[src/hw/ccf_pkg.sv]
/*
  Constants shared by the condition code and status flag logic: condition
  codes, status word bit positions, flag update selectors and field layout.
  Assumes a single CPU clock domain and a 16-bit data path.
*/
`default_nettype none
package ccf_pkg;
  // ==========================================================================
  // Status word layout
  localparam int unsigned ST_N = 0;
  localparam int unsigned ST_C = 1;
  localparam int unsigned ST_V = 2;
  localparam int unsigned ST_Z = 3;
  localparam int unsigned ST_E = 4;
  localparam int unsigned ST_U0 = 5;
  localparam int unsigned ST_U1 = 6;
  localparam logic [15:0] STATUS_RESET = 16'h0000;
  localparam logic [15:0] WORD_MIN_NEG = 16'h8000;
  localparam logic [7:0] BYTE_MIN_NEG = 8'h80;

  // ==========================================================================
  // Four-bit condition codes
  localparam logic [3:0] CC_ALWAYS = 4'h0;
  localparam logic [3:0] NOT_EQUAL_NOT_TABLE_END = 4'h1;
  localparam logic [3:0] CC_Z = 4'h2;
  localparam logic [3:0] CC_NZ = 4'h3;
  localparam logic [3:0] CC_V = 4'h4;
  localparam logic [3:0] CC_NV = 4'h5;
  localparam logic [3:0] CC_N = 4'h6;
  localparam logic [3:0] CC_NN = 4'h7;
  localparam logic [3:0] CC_C = 4'h8;
  localparam logic [3:0] CC_NC = 4'h9;
  localparam logic [3:0] SIGNED_GT_COND = 4'hA;
  localparam logic [3:0] SIGNED_LE_COND = 4'hB;
  localparam logic [3:0] SIGNED_LT_COND = 4'hC;
  localparam logic [3:0] SIGNED_GE_COND = 4'hD;
  localparam logic [3:0] UNSIGNED_GT_COND = 4'hE;
  localparam logic [3:0] UNSIGNED_LE_COND = 4'hF;

  // ==========================================================================
  // Five-bit extended codes for the user flags (odd values only)
  localparam logic [4:0] XC_NUSR0 = 5'h01;
  localparam logic [4:0] XC_NUSR1 = 5'h03;
  localparam logic [4:0] XC_USER_FLAG_ZERO = 5'h05;
  localparam logic [4:0] XC_USER_FLAG_ONE = 5'h07;

  // ==========================================================================
  // Per-flag update selector
  typedef enum logic [2:0] {
    CCF_FL_KEEP, CCF_FL_ZERO, CCF_FL_STD, CCF_FL_NOR, CCF_FL_AND,
    CCF_FL_OR, CCF_FL_XOR, CCF_FL_BIT
  } ccf_flag_sel_t;

  // Destination width when the status word is the target
  typedef enum logic [1:0] {
    CCF_DST_NONE, CCF_DST_WORD, CCF_DST_BYTE, CCF_DST_BITS
  } ccf_dst_t;

  // ==========================================================================
  // Instruction field layout
  localparam logic [31:0] TRAP_FIXED_MASK = 32'h0000_0100;
  localparam int unsigned OPC_LSB = 0;
  localparam int unsigned NIB_N_LSB = 12;
  localparam int unsigned NIB_M_LSB = 8;
  localparam int unsigned BYTE2_LSB = 16;
  localparam int unsigned BYTE3_LSB = 24;
  localparam int unsigned TRAP_LSB = 9;
  localparam int unsigned IDX_LSB = 8;
endpackage : ccf_pkg
`default_nettype wire

[src/hw/ccf_cond_eval.sv]
/*
  Combinational condition evaluator for the 4-bit and 5-bit condition
  fields. Assumes flags arrive already forwarded from the status path.
*/
`timescale 1ns/10ps
`default_nettype none
module ccf_cond_eval
  import ccf_pkg::*;
(
  input wire logic [4:0] cond_field,
  input wire logic ext_field,
  input wire logic abs_jump_call,
  input wire logic [15:0] flags,
  output logic cond_true
);
  import ccf_pkg::*;
  // ==========================================================================
  // Condition decode
  logic fn, fc, fv, fz, fe, u0, u1;
  logic [3:0] base;
  logic base_true;
  logic user_true;
  logic user_code;
  assign fn = flags[ST_N];
  assign fc = flags[ST_C];
  assign fv = flags[ST_V];
  assign fz = flags[ST_Z];
  assign fe = flags[ST_E];
  assign u0 = flags[ST_U0];
  assign u1 = flags[ST_U1];
  // Extended codes are twice the short code, so drop the low bit.
  assign base = ext_field ? cond_field[4:1] : cond_field[3:0];
  assign user_code = ext_field && cond_field[0];

  // One table serves both widths.
  always_comb begin
    case (base)
      CC_ALWAYS: base_true = 1'b1;
      NOT_EQUAL_NOT_TABLE_END: base_true = !(fz || fe);
      CC_Z: base_true = fz;
      CC_NZ: base_true = !fz;
      CC_V: base_true = fv;
      CC_NV: base_true = !fv;
      CC_N: base_true = fn;
      CC_NN: base_true = !fn;
      CC_C: base_true = fc;
      CC_NC: base_true = !fc;
      SIGNED_GT_COND: base_true = !(fz || (fn ^ fv));
      SIGNED_LE_COND: base_true = fz || (fn ^ fv);
      SIGNED_LT_COND: base_true = fn ^ fv;
      SIGNED_GE_COND: base_true = !(fn ^ fv);
      UNSIGNED_GT_COND: base_true = !(fz || fc);
      UNSIGNED_LE_COND: base_true = fz || fc;
      default: base_true = 1'b0;
    endcase
  end

  // User tests are legal only on absolute conditional jumps and calls.
  always_comb begin
    case (cond_field)
      XC_NUSR0: user_true = !u0;
      XC_NUSR1: user_true = !u1;
      XC_USER_FLAG_ZERO: user_true = u0;
      XC_USER_FLAG_ONE: user_true = u1;
      default: user_true = 1'b0;
    endcase
  end

  assign cond_true = user_code ? (abs_jump_call && user_true) : base_true;
endmodule : ccf_cond_eval
`default_nettype wire

[src/hw/ccf_field_dec.sv]
/*
  Instruction field extractor. Assumes the fetched instruction arrives as
  a 32-bit little-endian image, opcode in the lowest byte.
*/
`timescale 1ns/10ps
`default_nettype none
module ccf_field_dec
  import ccf_pkg::*;
(
  input wire logic [31:0] instr,
  output logic [7:0] opcode,
  output logic [3:0] reg_n,
  output logic [3:0] reg_m,
  output logic [1:0] ptr_reg,
  output logic [15:0] wide_immediate,
  output logic [7:0] byte_immediate,
  output logic [6:0] trap_number_field,
  output logic trap_form_ok,
  output logic [7:0] src_bit_word,
  output logic [3:0] src_bit_pos,
  output logic [7:0] dst_bit_word,
  output logic [3:0] dst_bit_pos,
  output logic [15:0] rel_byte_offset
);
  import ccf_pkg::*;
  // ==========================================================================
  // Field extraction
  assign opcode = instr[OPC_LSB +: 8];
  assign reg_n = instr[NIB_N_LSB +: 4];
  assign reg_m = instr[NIB_M_LSB +: 4];
  assign ptr_reg = instr[IDX_LSB +: 2];
  // Low byte first, then high byte.
  assign wide_immediate = {instr[BYTE3_LSB +: 8], instr[BYTE2_LSB +: 8]};
  // Only the first byte counts; the second is never looked at.
  assign byte_immediate = instr[BYTE2_LSB +: 8];
  assign trap_number_field = instr[TRAP_LSB +: 7];
  assign trap_form_ok = (instr & TRAP_FIXED_MASK) == 32'h0000_0000;
  assign src_bit_word = instr[IDX_LSB +: 8];
  assign dst_bit_word = instr[BYTE2_LSB +: 8];
  assign src_bit_pos = instr[BYTE3_LSB + 4 +: 4];
  assign dst_bit_pos = instr[BYTE3_LSB +: 4];
  // Offset counts words, so the byte distance is doubled.
  assign rel_byte_offset = {{7{instr[IDX_LSB + 7]}}, instr[IDX_LSB +: 8], 1'b0};
endmodule : ccf_field_dec
`default_nettype wire

[src/hw/ccf_flag_unit.sv]
/*
  Status flag unit: holds the status word, computes standard flags for
  additions, handles status word writes and evaluates branch conditions.
  Assumes the execute stage presents one instruction per valid cycle.
*/
`timescale 1ns/10ps
`default_nettype none
// Overview of operation
// - Short field: 0 always, 2/3 zero, 4/5 overflow, 6/7 negative, 8/9 carry.
// - Extended field codes each flag condition at twice the short value.
// - Unsigned le when zero or carry; unsigned gt when neither.
// - Signed lt when negative xor overflow; signed ge otherwise.
// - Signed le when zero or (n xor v); signed gt otherwise.
// - Not-equal-not-table-end true only with zero and table-end clear.
// - Odd extended codes 1 to 7 test user flags, only for absolute jump/call.
// - Standard negative flag takes the result's top bit.
// - Standard carry, overflow and zero follow the operation outcome.
// - Table-end set when source is the most negative value.
// - A flag may keep its value or be forced to zero.
// - Bit operations load NOR, AND, OR, XOR, or the bit itself or its inverse.
// - A word write to the status word replaces it whole.
// - A byte write sets the addressed byte and clears the other.
// - Bit writes touch only selected bits; others keep old values.
// - Nibbles n and m select registers; two bits select a pointer.
// - Wide addresses and immediates come low byte first.
// - A byte immediate uses the first byte only.
// - Trap number is seven bits ahead of a fixed zero bit.
// - Bit operands are an 8-bit word address plus 4-bit position.
// - Relative branch offset is eight bits counted in words.
// - Word addition overflow when the signed result does not fit.
module ccf_flag_unit
  import ccf_pkg::*;
#(
  parameter int unsigned DATA_W = 16
) (
  input wire logic ref_clk,
  input wire logic rst_n,
  input wire logic exec_valid,
  input wire logic is_add,
  input wire logic add_with_carry,
  input wire logic byte_op,
  input wire logic [DATA_W-1:0] op_dst,
  input wire logic [DATA_W-1:0] op_src,
  input wire logic [DATA_W-1:0] ext_result,
  input wire logic ext_carry,
  input wire logic ext_overflow,
  input wire ccf_pkg::ccf_flag_sel_t sel_n,
  input wire ccf_pkg::ccf_flag_sel_t sel_c,
  input wire ccf_pkg::ccf_flag_sel_t sel_v,
  input wire ccf_pkg::ccf_flag_sel_t sel_z,
  input wire ccf_pkg::ccf_flag_sel_t sel_e,
  input wire logic bit_a,
  input wire logic bit_b,
  input wire logic bit_invert,
  input wire ccf_pkg::ccf_dst_t status_dst,
  input wire logic status_high_byte,
  input wire logic [DATA_W-1:0] status_bit_mask,
  input wire logic [31:0] instr,
  input wire logic [4:0] cond_field,
  input wire logic ext_field,
  input wire logic abs_jump_call,
  output logic cond_true,
  output logic [DATA_W-1:0] status_word,
  output logic [DATA_W-1:0] add_result,
  output logic double_word,
  output logic [3:0] reg_n,
  output logic [3:0] reg_m,
  output logic [1:0] ptr_reg,
  output logic [15:0] wide_immediate,
  output logic [7:0] byte_immediate,
  output logic [6:0] trap_number_field,
  output logic trap_form_ok,
  output logic [7:0] src_bit_word,
  output logic [3:0] src_bit_pos,
  output logic [7:0] dst_bit_word,
  output logic [3:0] dst_bit_pos,
  output logic [15:0] rel_byte_offset
);
  import ccf_pkg::*;

  // ==========================================================================
  // Instruction fields
  logic [7:0] opcode;

  ccf_field_dec u_dec (
    .instr(instr),
    .opcode(opcode),
    .reg_n(reg_n),
    .reg_m(reg_m),
    .ptr_reg(ptr_reg),
    .wide_immediate(wide_immediate),
    .byte_immediate(byte_immediate),
    .trap_number_field(trap_number_field),
    .trap_form_ok(trap_form_ok),
    .src_bit_word(src_bit_word),
    .src_bit_pos(src_bit_pos),
    .dst_bit_word(dst_bit_word),
    .dst_bit_pos(dst_bit_pos),
    .rel_byte_offset(rel_byte_offset)
  );

  // Opcodes with low nibble 2..7 carry a 16-bit address or immediate; the
  // short register and immediate forms (0, 1, 8, 9) are single word.
  assign double_word = (opcode[3:0] >= 4'h2) && (opcode[3:0] <= 4'h7);

  // ==========================================================================
  // Adder with byte and word views
  logic carry_in;
  logic [DATA_W:0] sum_full;
  logic [8:0] sum_byte;
  logic [DATA_W-1:0] add_res;
  logic add_c, add_v, add_n, add_z;
  assign carry_in = add_with_carry && status_word[ST_C];
  assign sum_full = {1'b0, op_dst} + {1'b0, op_src} + {{DATA_W{1'b0}}, carry_in};
  assign sum_byte = {1'b0, op_dst[7:0]} + {1'b0, op_src[7:0]} + {8'h00, carry_in};
  assign add_res = byte_op ? {{(DATA_W-8){1'b0}}, sum_byte[7:0]} : sum_full[DATA_W-1:0];
  assign add_c = byte_op ? sum_byte[8] : sum_full[DATA_W];
  // Overflow when both operands share a sign the result lacks.
  assign add_v = byte_op ?
    ((op_dst[7] == op_src[7]) && (sum_byte[7] != op_dst[7])) :
    ((op_dst[DATA_W-1] == op_src[DATA_W-1]) &&
     (sum_full[DATA_W-1] != op_dst[DATA_W-1]));

  // ==========================================================================
  // Standard flag sources
  logic [DATA_W-1:0] res;
  logic std_n, std_c, std_v, std_z, std_e, raw_z;
  assign res = is_add ? add_res : ext_result;
  assign add_n = byte_op ? res[7] : res[DATA_W-1];
  assign std_n = add_n;
  assign std_c = is_add ? add_c : ext_carry;
  assign std_v = is_add ? add_v : ext_overflow;
  assign raw_z = byte_op ? (res[7:0] == 8'h00) : (res == {DATA_W{1'b0}});
  // With carry in, zero also needs the old zero flag, for chained adds.
  assign add_z = (is_add && add_with_carry) ? (raw_z && status_word[ST_Z]) : raw_z;
  assign std_z = add_z;
  assign std_e = byte_op ? (op_src[7:0] == BYTE_MIN_NEG) :
                 (op_src == WORD_MIN_NEG[DATA_W-1:0]);

  // ==========================================================================
  // Per-flag selection
  logic bit_val;
  ccf_flag_sel_t sel [5];
  logic std_v_arr [5];
  logic [4:0] new_flag;
  int unsigned pos [5];
  assign bit_val = bit_a ^ bit_invert;
  assign sel[0] = sel_n;
  assign sel[1] = sel_c;
  assign sel[2] = sel_v;
  assign sel[3] = sel_z;
  assign sel[4] = sel_e;
  assign std_v_arr[0] = std_n;
  assign std_v_arr[1] = std_c;
  assign std_v_arr[2] = std_v;
  assign std_v_arr[3] = std_z;
  assign std_v_arr[4] = std_e;
  assign pos[0] = ST_N;
  assign pos[1] = ST_C;
  assign pos[2] = ST_V;
  assign pos[3] = ST_Z;
  assign pos[4] = ST_E;

  // One selector per condition flag.
  for (genvar gi = 0; gi < 5; gi++) begin : g_flag
    always_comb begin
      case (sel[gi])
        CCF_FL_KEEP: new_flag[gi] = status_word[pos[gi]];
        CCF_FL_ZERO: new_flag[gi] = 1'b0;
        CCF_FL_STD: new_flag[gi] = std_v_arr[gi];
        CCF_FL_NOR: new_flag[gi] = !(bit_a || bit_b);
        CCF_FL_AND: new_flag[gi] = bit_a && bit_b;
        CCF_FL_OR: new_flag[gi] = bit_a || bit_b;
        CCF_FL_XOR: new_flag[gi] = bit_a ^ bit_b;
        CCF_FL_BIT: new_flag[gi] = bit_val;
        default: new_flag[gi] = status_word[pos[gi]];
      endcase
    end
  end

  logic [DATA_W-1:0] flag_word;
  always_comb begin
    flag_word = status_word;
    flag_word[ST_N] = new_flag[0];
    flag_word[ST_C] = new_flag[1];
    flag_word[ST_V] = new_flag[2];
    flag_word[ST_Z] = new_flag[3];
    flag_word[ST_E] = new_flag[4];
  end

  // ==========================================================================
  // Status word destination handling
  logic [DATA_W-1:0] byte_word;
  logic [DATA_W-1:0] bits_word;
  logic [DATA_W-1:0] next_status;
  assign byte_word = status_high_byte ? {res[7:0], 8'h00} :
                     {{(DATA_W-8){1'b0}}, res[7:0]};
  assign bits_word = (status_word & ~status_bit_mask) |
                     (res & status_bit_mask);

  // A status write overrides the computed flags entirely.
  always_comb begin
    case (status_dst)
      CCF_DST_WORD: next_status = res;
      CCF_DST_BYTE: next_status = byte_word;
      CCF_DST_BITS: next_status = bits_word;
      default: next_status = flag_word;
    endcase
  end

  // Status register; a cycle without a valid instruction holds it.
  always_ff @(posedge ref_clk or negedge rst_n) begin
    if (!rst_n) begin
      status_word <= STATUS_RESET;
      add_result <= '0;
    end else if (exec_valid) begin
      status_word <= next_status;
      add_result <= res;
    end
  end

  // ==========================================================================
  // Condition evaluation with forwarding
  logic [DATA_W-1:0] eval_flags;
  // Forwarding avoids a stale-flag bubble when a branch follows its setter.
  assign eval_flags = exec_valid ? next_status : status_word;

  ccf_cond_eval u_cond (
    .cond_field(cond_field),
    .ext_field(ext_field),
    .abs_jump_call(abs_jump_call),
    .flags(eval_flags),
    .cond_true(cond_true)
  );

  // ==========================================================================
  // Checks
  a_word_write_whole: assert property (@(posedge ref_clk) disable iff (!rst_n)
    exec_valid && status_dst == CCF_DST_WORD |=> status_word == $past(res))
    else $error("status word not replaced by word result");
  a_byte_write_clear: assert property (@(posedge ref_clk) disable iff (!rst_n)
    exec_valid && status_dst == CCF_DST_BYTE && !status_high_byte
    |=> status_word[15:8] == 8'h00)
    else $error("other status byte not cleared");
  a_bits_keep_rest: assert property (@(posedge ref_clk) disable iff (!rst_n)
    exec_valid && status_dst == CCF_DST_BITS
    |=> ((status_word ^ $past(status_word)) & ~$past(status_bit_mask)) == 16'h0000)
    else $error("unselected status bits changed");
  a_keep_flag_hold: assert property (@(posedge ref_clk) disable iff (!rst_n)
    exec_valid && status_dst == CCF_DST_NONE && sel_c == CCF_FL_KEEP
    |=> $stable(status_word[ST_C]))
    else $error("kept carry flag changed");
  a_zero_flag_clear: assert property (@(posedge ref_clk) disable iff (!rst_n)
    exec_valid && status_dst == CCF_DST_NONE && sel_v == CCF_FL_ZERO
    |=> !status_word[ST_V])
    else $error("forced-zero overflow flag is set");
  a_std_neg_msb: assert property (@(posedge ref_clk) disable iff (!rst_n)
    exec_valid && status_dst == CCF_DST_NONE && sel_n == CCF_FL_STD && !byte_op
    |=> status_word[ST_N] == add_result[DATA_W-1])
    else $error("negative flag differs from result msb");
  a_table_end_word: assert property (@(posedge ref_clk) disable iff (!rst_n)
    exec_valid && status_dst == CCF_DST_NONE && sel_e == CCF_FL_STD && !byte_op
    |=> status_word[ST_E] == ($past(op_src) == 16'h8000))
    else $error("table end flag wrong for word source");
  a_hold_idle: assert property (@(posedge ref_clk) disable iff (!rst_n)
    !exec_valid |=> $stable(status_word))
    else $error("status word changed without instruction");
  a_net_cond: assert property (@(posedge ref_clk) disable iff (!rst_n)
    !exec_valid && !ext_field && cond_field[3:0] == NOT_EQUAL_NOT_TABLE_END
    |-> cond_true == !(status_word[ST_Z] || status_word[ST_E]))
    else $error("not-equal-not-end condition wrong");
  a_user_gate: assert property (@(posedge ref_clk) disable iff (!rst_n)
    ext_field && cond_field[0] && !abs_jump_call |-> !cond_true)
    else $error("user flag test accepted outside absolute jump or call");
endmodule : ccf_flag_unit
`default_nettype wire

[config.mk]
export PLATFORM = sky130hd
export DESIGN_NAME = ccf_flag_unit
export DESIGN_NICKNAME = d
export VERILOG_FILES = /design/src/hw/ccf_pkg.sv /design/src/hw/ccf_cond_eval.sv /design/src/hw/ccf_field_dec.sv /design/src/hw/ccf_flag_unit.sv
export SDC_FILE = /design/constraint.sdc
export NUM_CORES = 1
export LEC_CHECK = 0
export BUFFER_PORTS_ARGS = -buffer_cell sky130_fd_sc_hd__clkbuf_2
export CORE_ASPECT_RATIO = 0.75
export CORE_UTILIZATION = 40
export CTS_CLUSTER_DIAMETER = 120
export CTS_CLUSTER_SIZE = 30
export DETAILED_ROUTE_END_ITERATION = 12
export HOLD_SLACK_MARGIN = 0.12
export PLACE_DENSITY = 0.74
export REMOVE_ABC_BUFFERS = 1
export SYNTH_ARGS = -nofsm -noshare
export SYNTH_HDL_FRONTEND = slang
export SYNTH_SLANG_ARGS = --single-unit
[constraint.sdc]
create_clock -name ref_clk -period 5.3 [get_ports ref_clk]
set_input_delay 0.53 -clock ref_clk [delete_from_list [all_inputs] [get_ports ref_clk]]
set_output_delay 0.53 -clock ref_clk [all_outputs]
set_load 0.01 [all_outputs]
==> results.sh <==
export IMPL_r2r_slack_ns=1.87
export IMPL_ys_types=79
export IMPL_wirelength_um=15900
export IMPL_hold_ws_ns=0.360
export IMPL_n_antenna_cell=0
export IMPL_start_util_pct=42.0
export IMPL_synth_simple_area_share_pct=18.1
export IMPL_synth_edff_count=0
export IMPL_path_max_fanout=4
export IMPL_clockBufferDepth=2
export IMPL_drv_cap=0
export IMPL_timing_final_crit_share_pct=87.2
export IMPL_drtAntennaViolNets=0
export IMPL_yosys_warnings=0
export IMPL_yosys_area_top_type="dfrtp_1"
export IMPL_syn_to_final_growth_pct=7.59
export IMPL_synth_compound_area_share_pct=31.7
export IMPL_netlist_area_um2=4400
export IMPL_synth_mux_area_share_pct=6.28
export IMPL_finalCriticalPeriod_ns=4.62
export IMPL_overflow=0
export IMPL_syn_area_per_cell_um2=7.70
export IMPL_hold_viol=0
export IMPL_drtIter0Drc=375
export IMPL_worstHoldPathType="input port to asynchronous set/reset pin"
export IMPL_p_leak_nw=2.17
export IMPL_rows=32
export IMPL_first_pass_iters=5
export IMPL_track_usage_pct=26.8
export IMPL_coreArea_um2=10500
export IMPL_clockRootBuffer="clkbuf_16"
export IMPL_numCtsBuffers=5
export IMPL_vias_per_cell=6.09
export IMPL_die_h_um=92.9
export IMPL_cts_sinks=32
export IMPL_p_total_w=0.00109
export IMPL_drc=0
export IMPL_synth_common_cells="buf_4 (83), nor2_1 (57), a21oi_1 (48)"
export IMPL_ctsResizeCount=0
export IMPL_clock_tree_htree_level_count=2
export IMPL_rsz0062_at_grt="no"
export IMPL_relSlewSlack_pct=42.6
export IMPL_p_per_area_nw_per_um2=229
export IMPL_dieArea_um2=11400
export IMPL_end_kind="output port"
export IMPL_nNetsFinal=770
export IMPL_dp_hpwl_um=12900
export IMPL_yosysTopAreaCellShare_pct=18.2
export IMPL_cp_start_kind="register"
export IMPL_cts_tree="done"
export IMPL_synth_top_family_by_area="compound AO/OA/AOI/OAI gates"
export IMPL_grt_max_degree=40
export IMPL_clock_skew_ns=0.00425
export IMPL_required_ns=4.77
export IMPL_port_buffers=142
export IMPL_die_width_um=123
export IMPL_worstMarginPinSlew_ns=0.859
export IMPL_placed_area_um2=4590
export IMPL_critical_path_class="register to output port"
export IMPL_grt_antenna_before_repair=0
export IMPL_syn_instance_count=572
export IMPL_fin_area_um2=4740
export IMPL_synth_fa_ha_area_share_pct=5.74
export IMPL_num_io_pins=248
export IMPL_grt_first_pass_wirelength_um=22900
export IMPL_synth_xor_xnor_area_share_pct=1.59
export IMPL_synthFlopType="dfrtp_1"
export IMPL_status="completed"
export IMPL_gp_congestion=0.880
export IMPL_yosysSeqAreaShare_pct=18.2
export IMPL_vias=4601
export IMPL_synthArstFlopShare_pct=100
export IMPL_crit_arrival_ns=4.09
export IMPL_yosysMostFrequentCell="buf_4"
export IMPL_drive_gt1_share_pct=29.4
export IMPL_clk_pin_slew_ns=0.05
export IMPL_ir_drop_mv=0.103
export IMPL_finalSetupViolations=0
export IMPL_cts_hold_repair_buffers=0
export IMPL_max_freq_mhz=216
export IMPL_wl_per_cell_um=21.0
export IMPL_tns_ns=0
export IMPL_post_cts_buffers=0
export IMPL_grt_pass1_vias=4193
export IMPL_finish_utilization_pct=45.2
export IMPL_drv_slew=0
export IMPL_synth_area_leaders="dfrtp_1 (18%), buf_4 (14%), a21oi_1 (5.5%), o21ai_0 (5.0%), nor2_1 (4.9%)"
export IMPL_synth_seq_cells=32
export IMPL_clkLatencyLatePin_ns=0.28
## where the power goes
| part | switching [W] | internal, W | leakage, nW |
|---|---|---|---|
| Combinational | 0.000281 | 0.000195 | 1.70 |
| Sequential | 0.0000292 | 0.000282 | 0.394 |
| Clock | 0.000101 | 0.000197 | 0.0760 |
## stage by stage
| stage | setup WS (ns) | std cells |
|---|---|---|
| after global routing | 0.389 | 755 |
| after floorplan | 1.36 | 467 |
| after CTS | 0.702 | 755 |
| after global placement | 0.857 | 748 |
| final | 0.677 | 755 |
| after detailed placement | 0.806 | 748 |
## path summary, 6_finish.rpt
path,start,endpoint,cells after the start
max in group asynchronous,rst_n,status_word[7]$_DFFE_PN0P_,1
max reg2reg,status_word[1]$_DFF_PN0_,status_word[3]$_DFF_PN0_,12
min,rst_n,add_result[4]$_DFFE_PN0P_,1
min reg2reg,add_result[15]$_DFFE_PN0P_,add_result[15]$_DFFE_PN0P_,1
max,status_word[1]$_DFF_PN0_,cond_true,15
min in group ref_clk,add_result[15]$_DFFE_PN0P_,add_result[15]$_DFFE_PN0P_,1
## critical path: stages (launching register included)
cell and delay (ns):
dfrtp_1 0.42, nand2_1 0.14, fa_1 0.22, inv_1 0.06, fa_1 0.43, a211oi_2 0.31
o21ai_1 0.18, a31o_2 0.30, a211oi_2 0.29, and3_1 0.22, o2111ai_1 0.16, a2111oi_4 0.46
a211o_1 0.17, a22oi_1 0.07, a41oi_1 0.22, clkbuf_2 0.16
## cell usage in the layout, fill, tap and decap left out, drive strengths merged, types with 6 or more instances in the layout
master | Yosys | layout
and2 | 6 | 6
ha | 17 | 17
a211oi | 10 | 10
dfrtp | 32 | 32
clkbuf | 13 | 149
mux2i | 16 | 16
nand2b | 10 | 10
a21oi | 49 | 49
a21o | 10 | 10
o31ai | 7 | 7
nand3 | 7 | 7
inv | 23 | 23
mux2 | 8 | 8
nor3 | 13 | 13
o21ai | 45 | 45
a31oi | 9 | 9
o211ai | 7 | 7
nor2 | 57 | 57
xnor2 | 8 | 8
nor2b | 8 | 8
a32oi | 7 | 7
o2111ai | 6 | 6
nand2 | 34 | 34
## layout make-up
| cell class | count | area [um^2] |
|---|---|---|
| Fill cell | 1080 | 5750 |
| Multi-Input combinational cell | 412 | 2800 |
| Sequential cell | 32 | 801 |
| Timing Repair Buffer | 145 | 733 |
| Tap cell | 136 | 170 |
| Clock buffer | 7 | 153 |
| Inverter | 23 | 86.3 |
## state kept, by name (all words and copies together), names as in the netlist
signal,cells
status_word,16
add_result,16
## logic make-up (layout without fill, tap and decap cells)
group | count (synthesis) | count (layout)
XOR/XNOR | 8 | 8
AND/OR/NAND/NOR | 162 | 162
other | 1 | 1
multiplexers | 25 | 25
adder cells (fa/ha/maj) | 19 | 19
flip-flops | 32 | 32
AO/OA/AOI/OAI | 197 | 197
buffers and inverters | 128 | 175
## layer usage
layer / up-vias / track usage (%) / routed length (um)
li1: 2111 / - / -
met1: 2147 / 36.7 / 6920
met2: 316 / 36.1 / 6290
met3: 25 / 13.2 / 2300
met4: 2 / 6.73 / 280
met5: - / 6.73 / 54
Power figures use the tool's default switching activity.
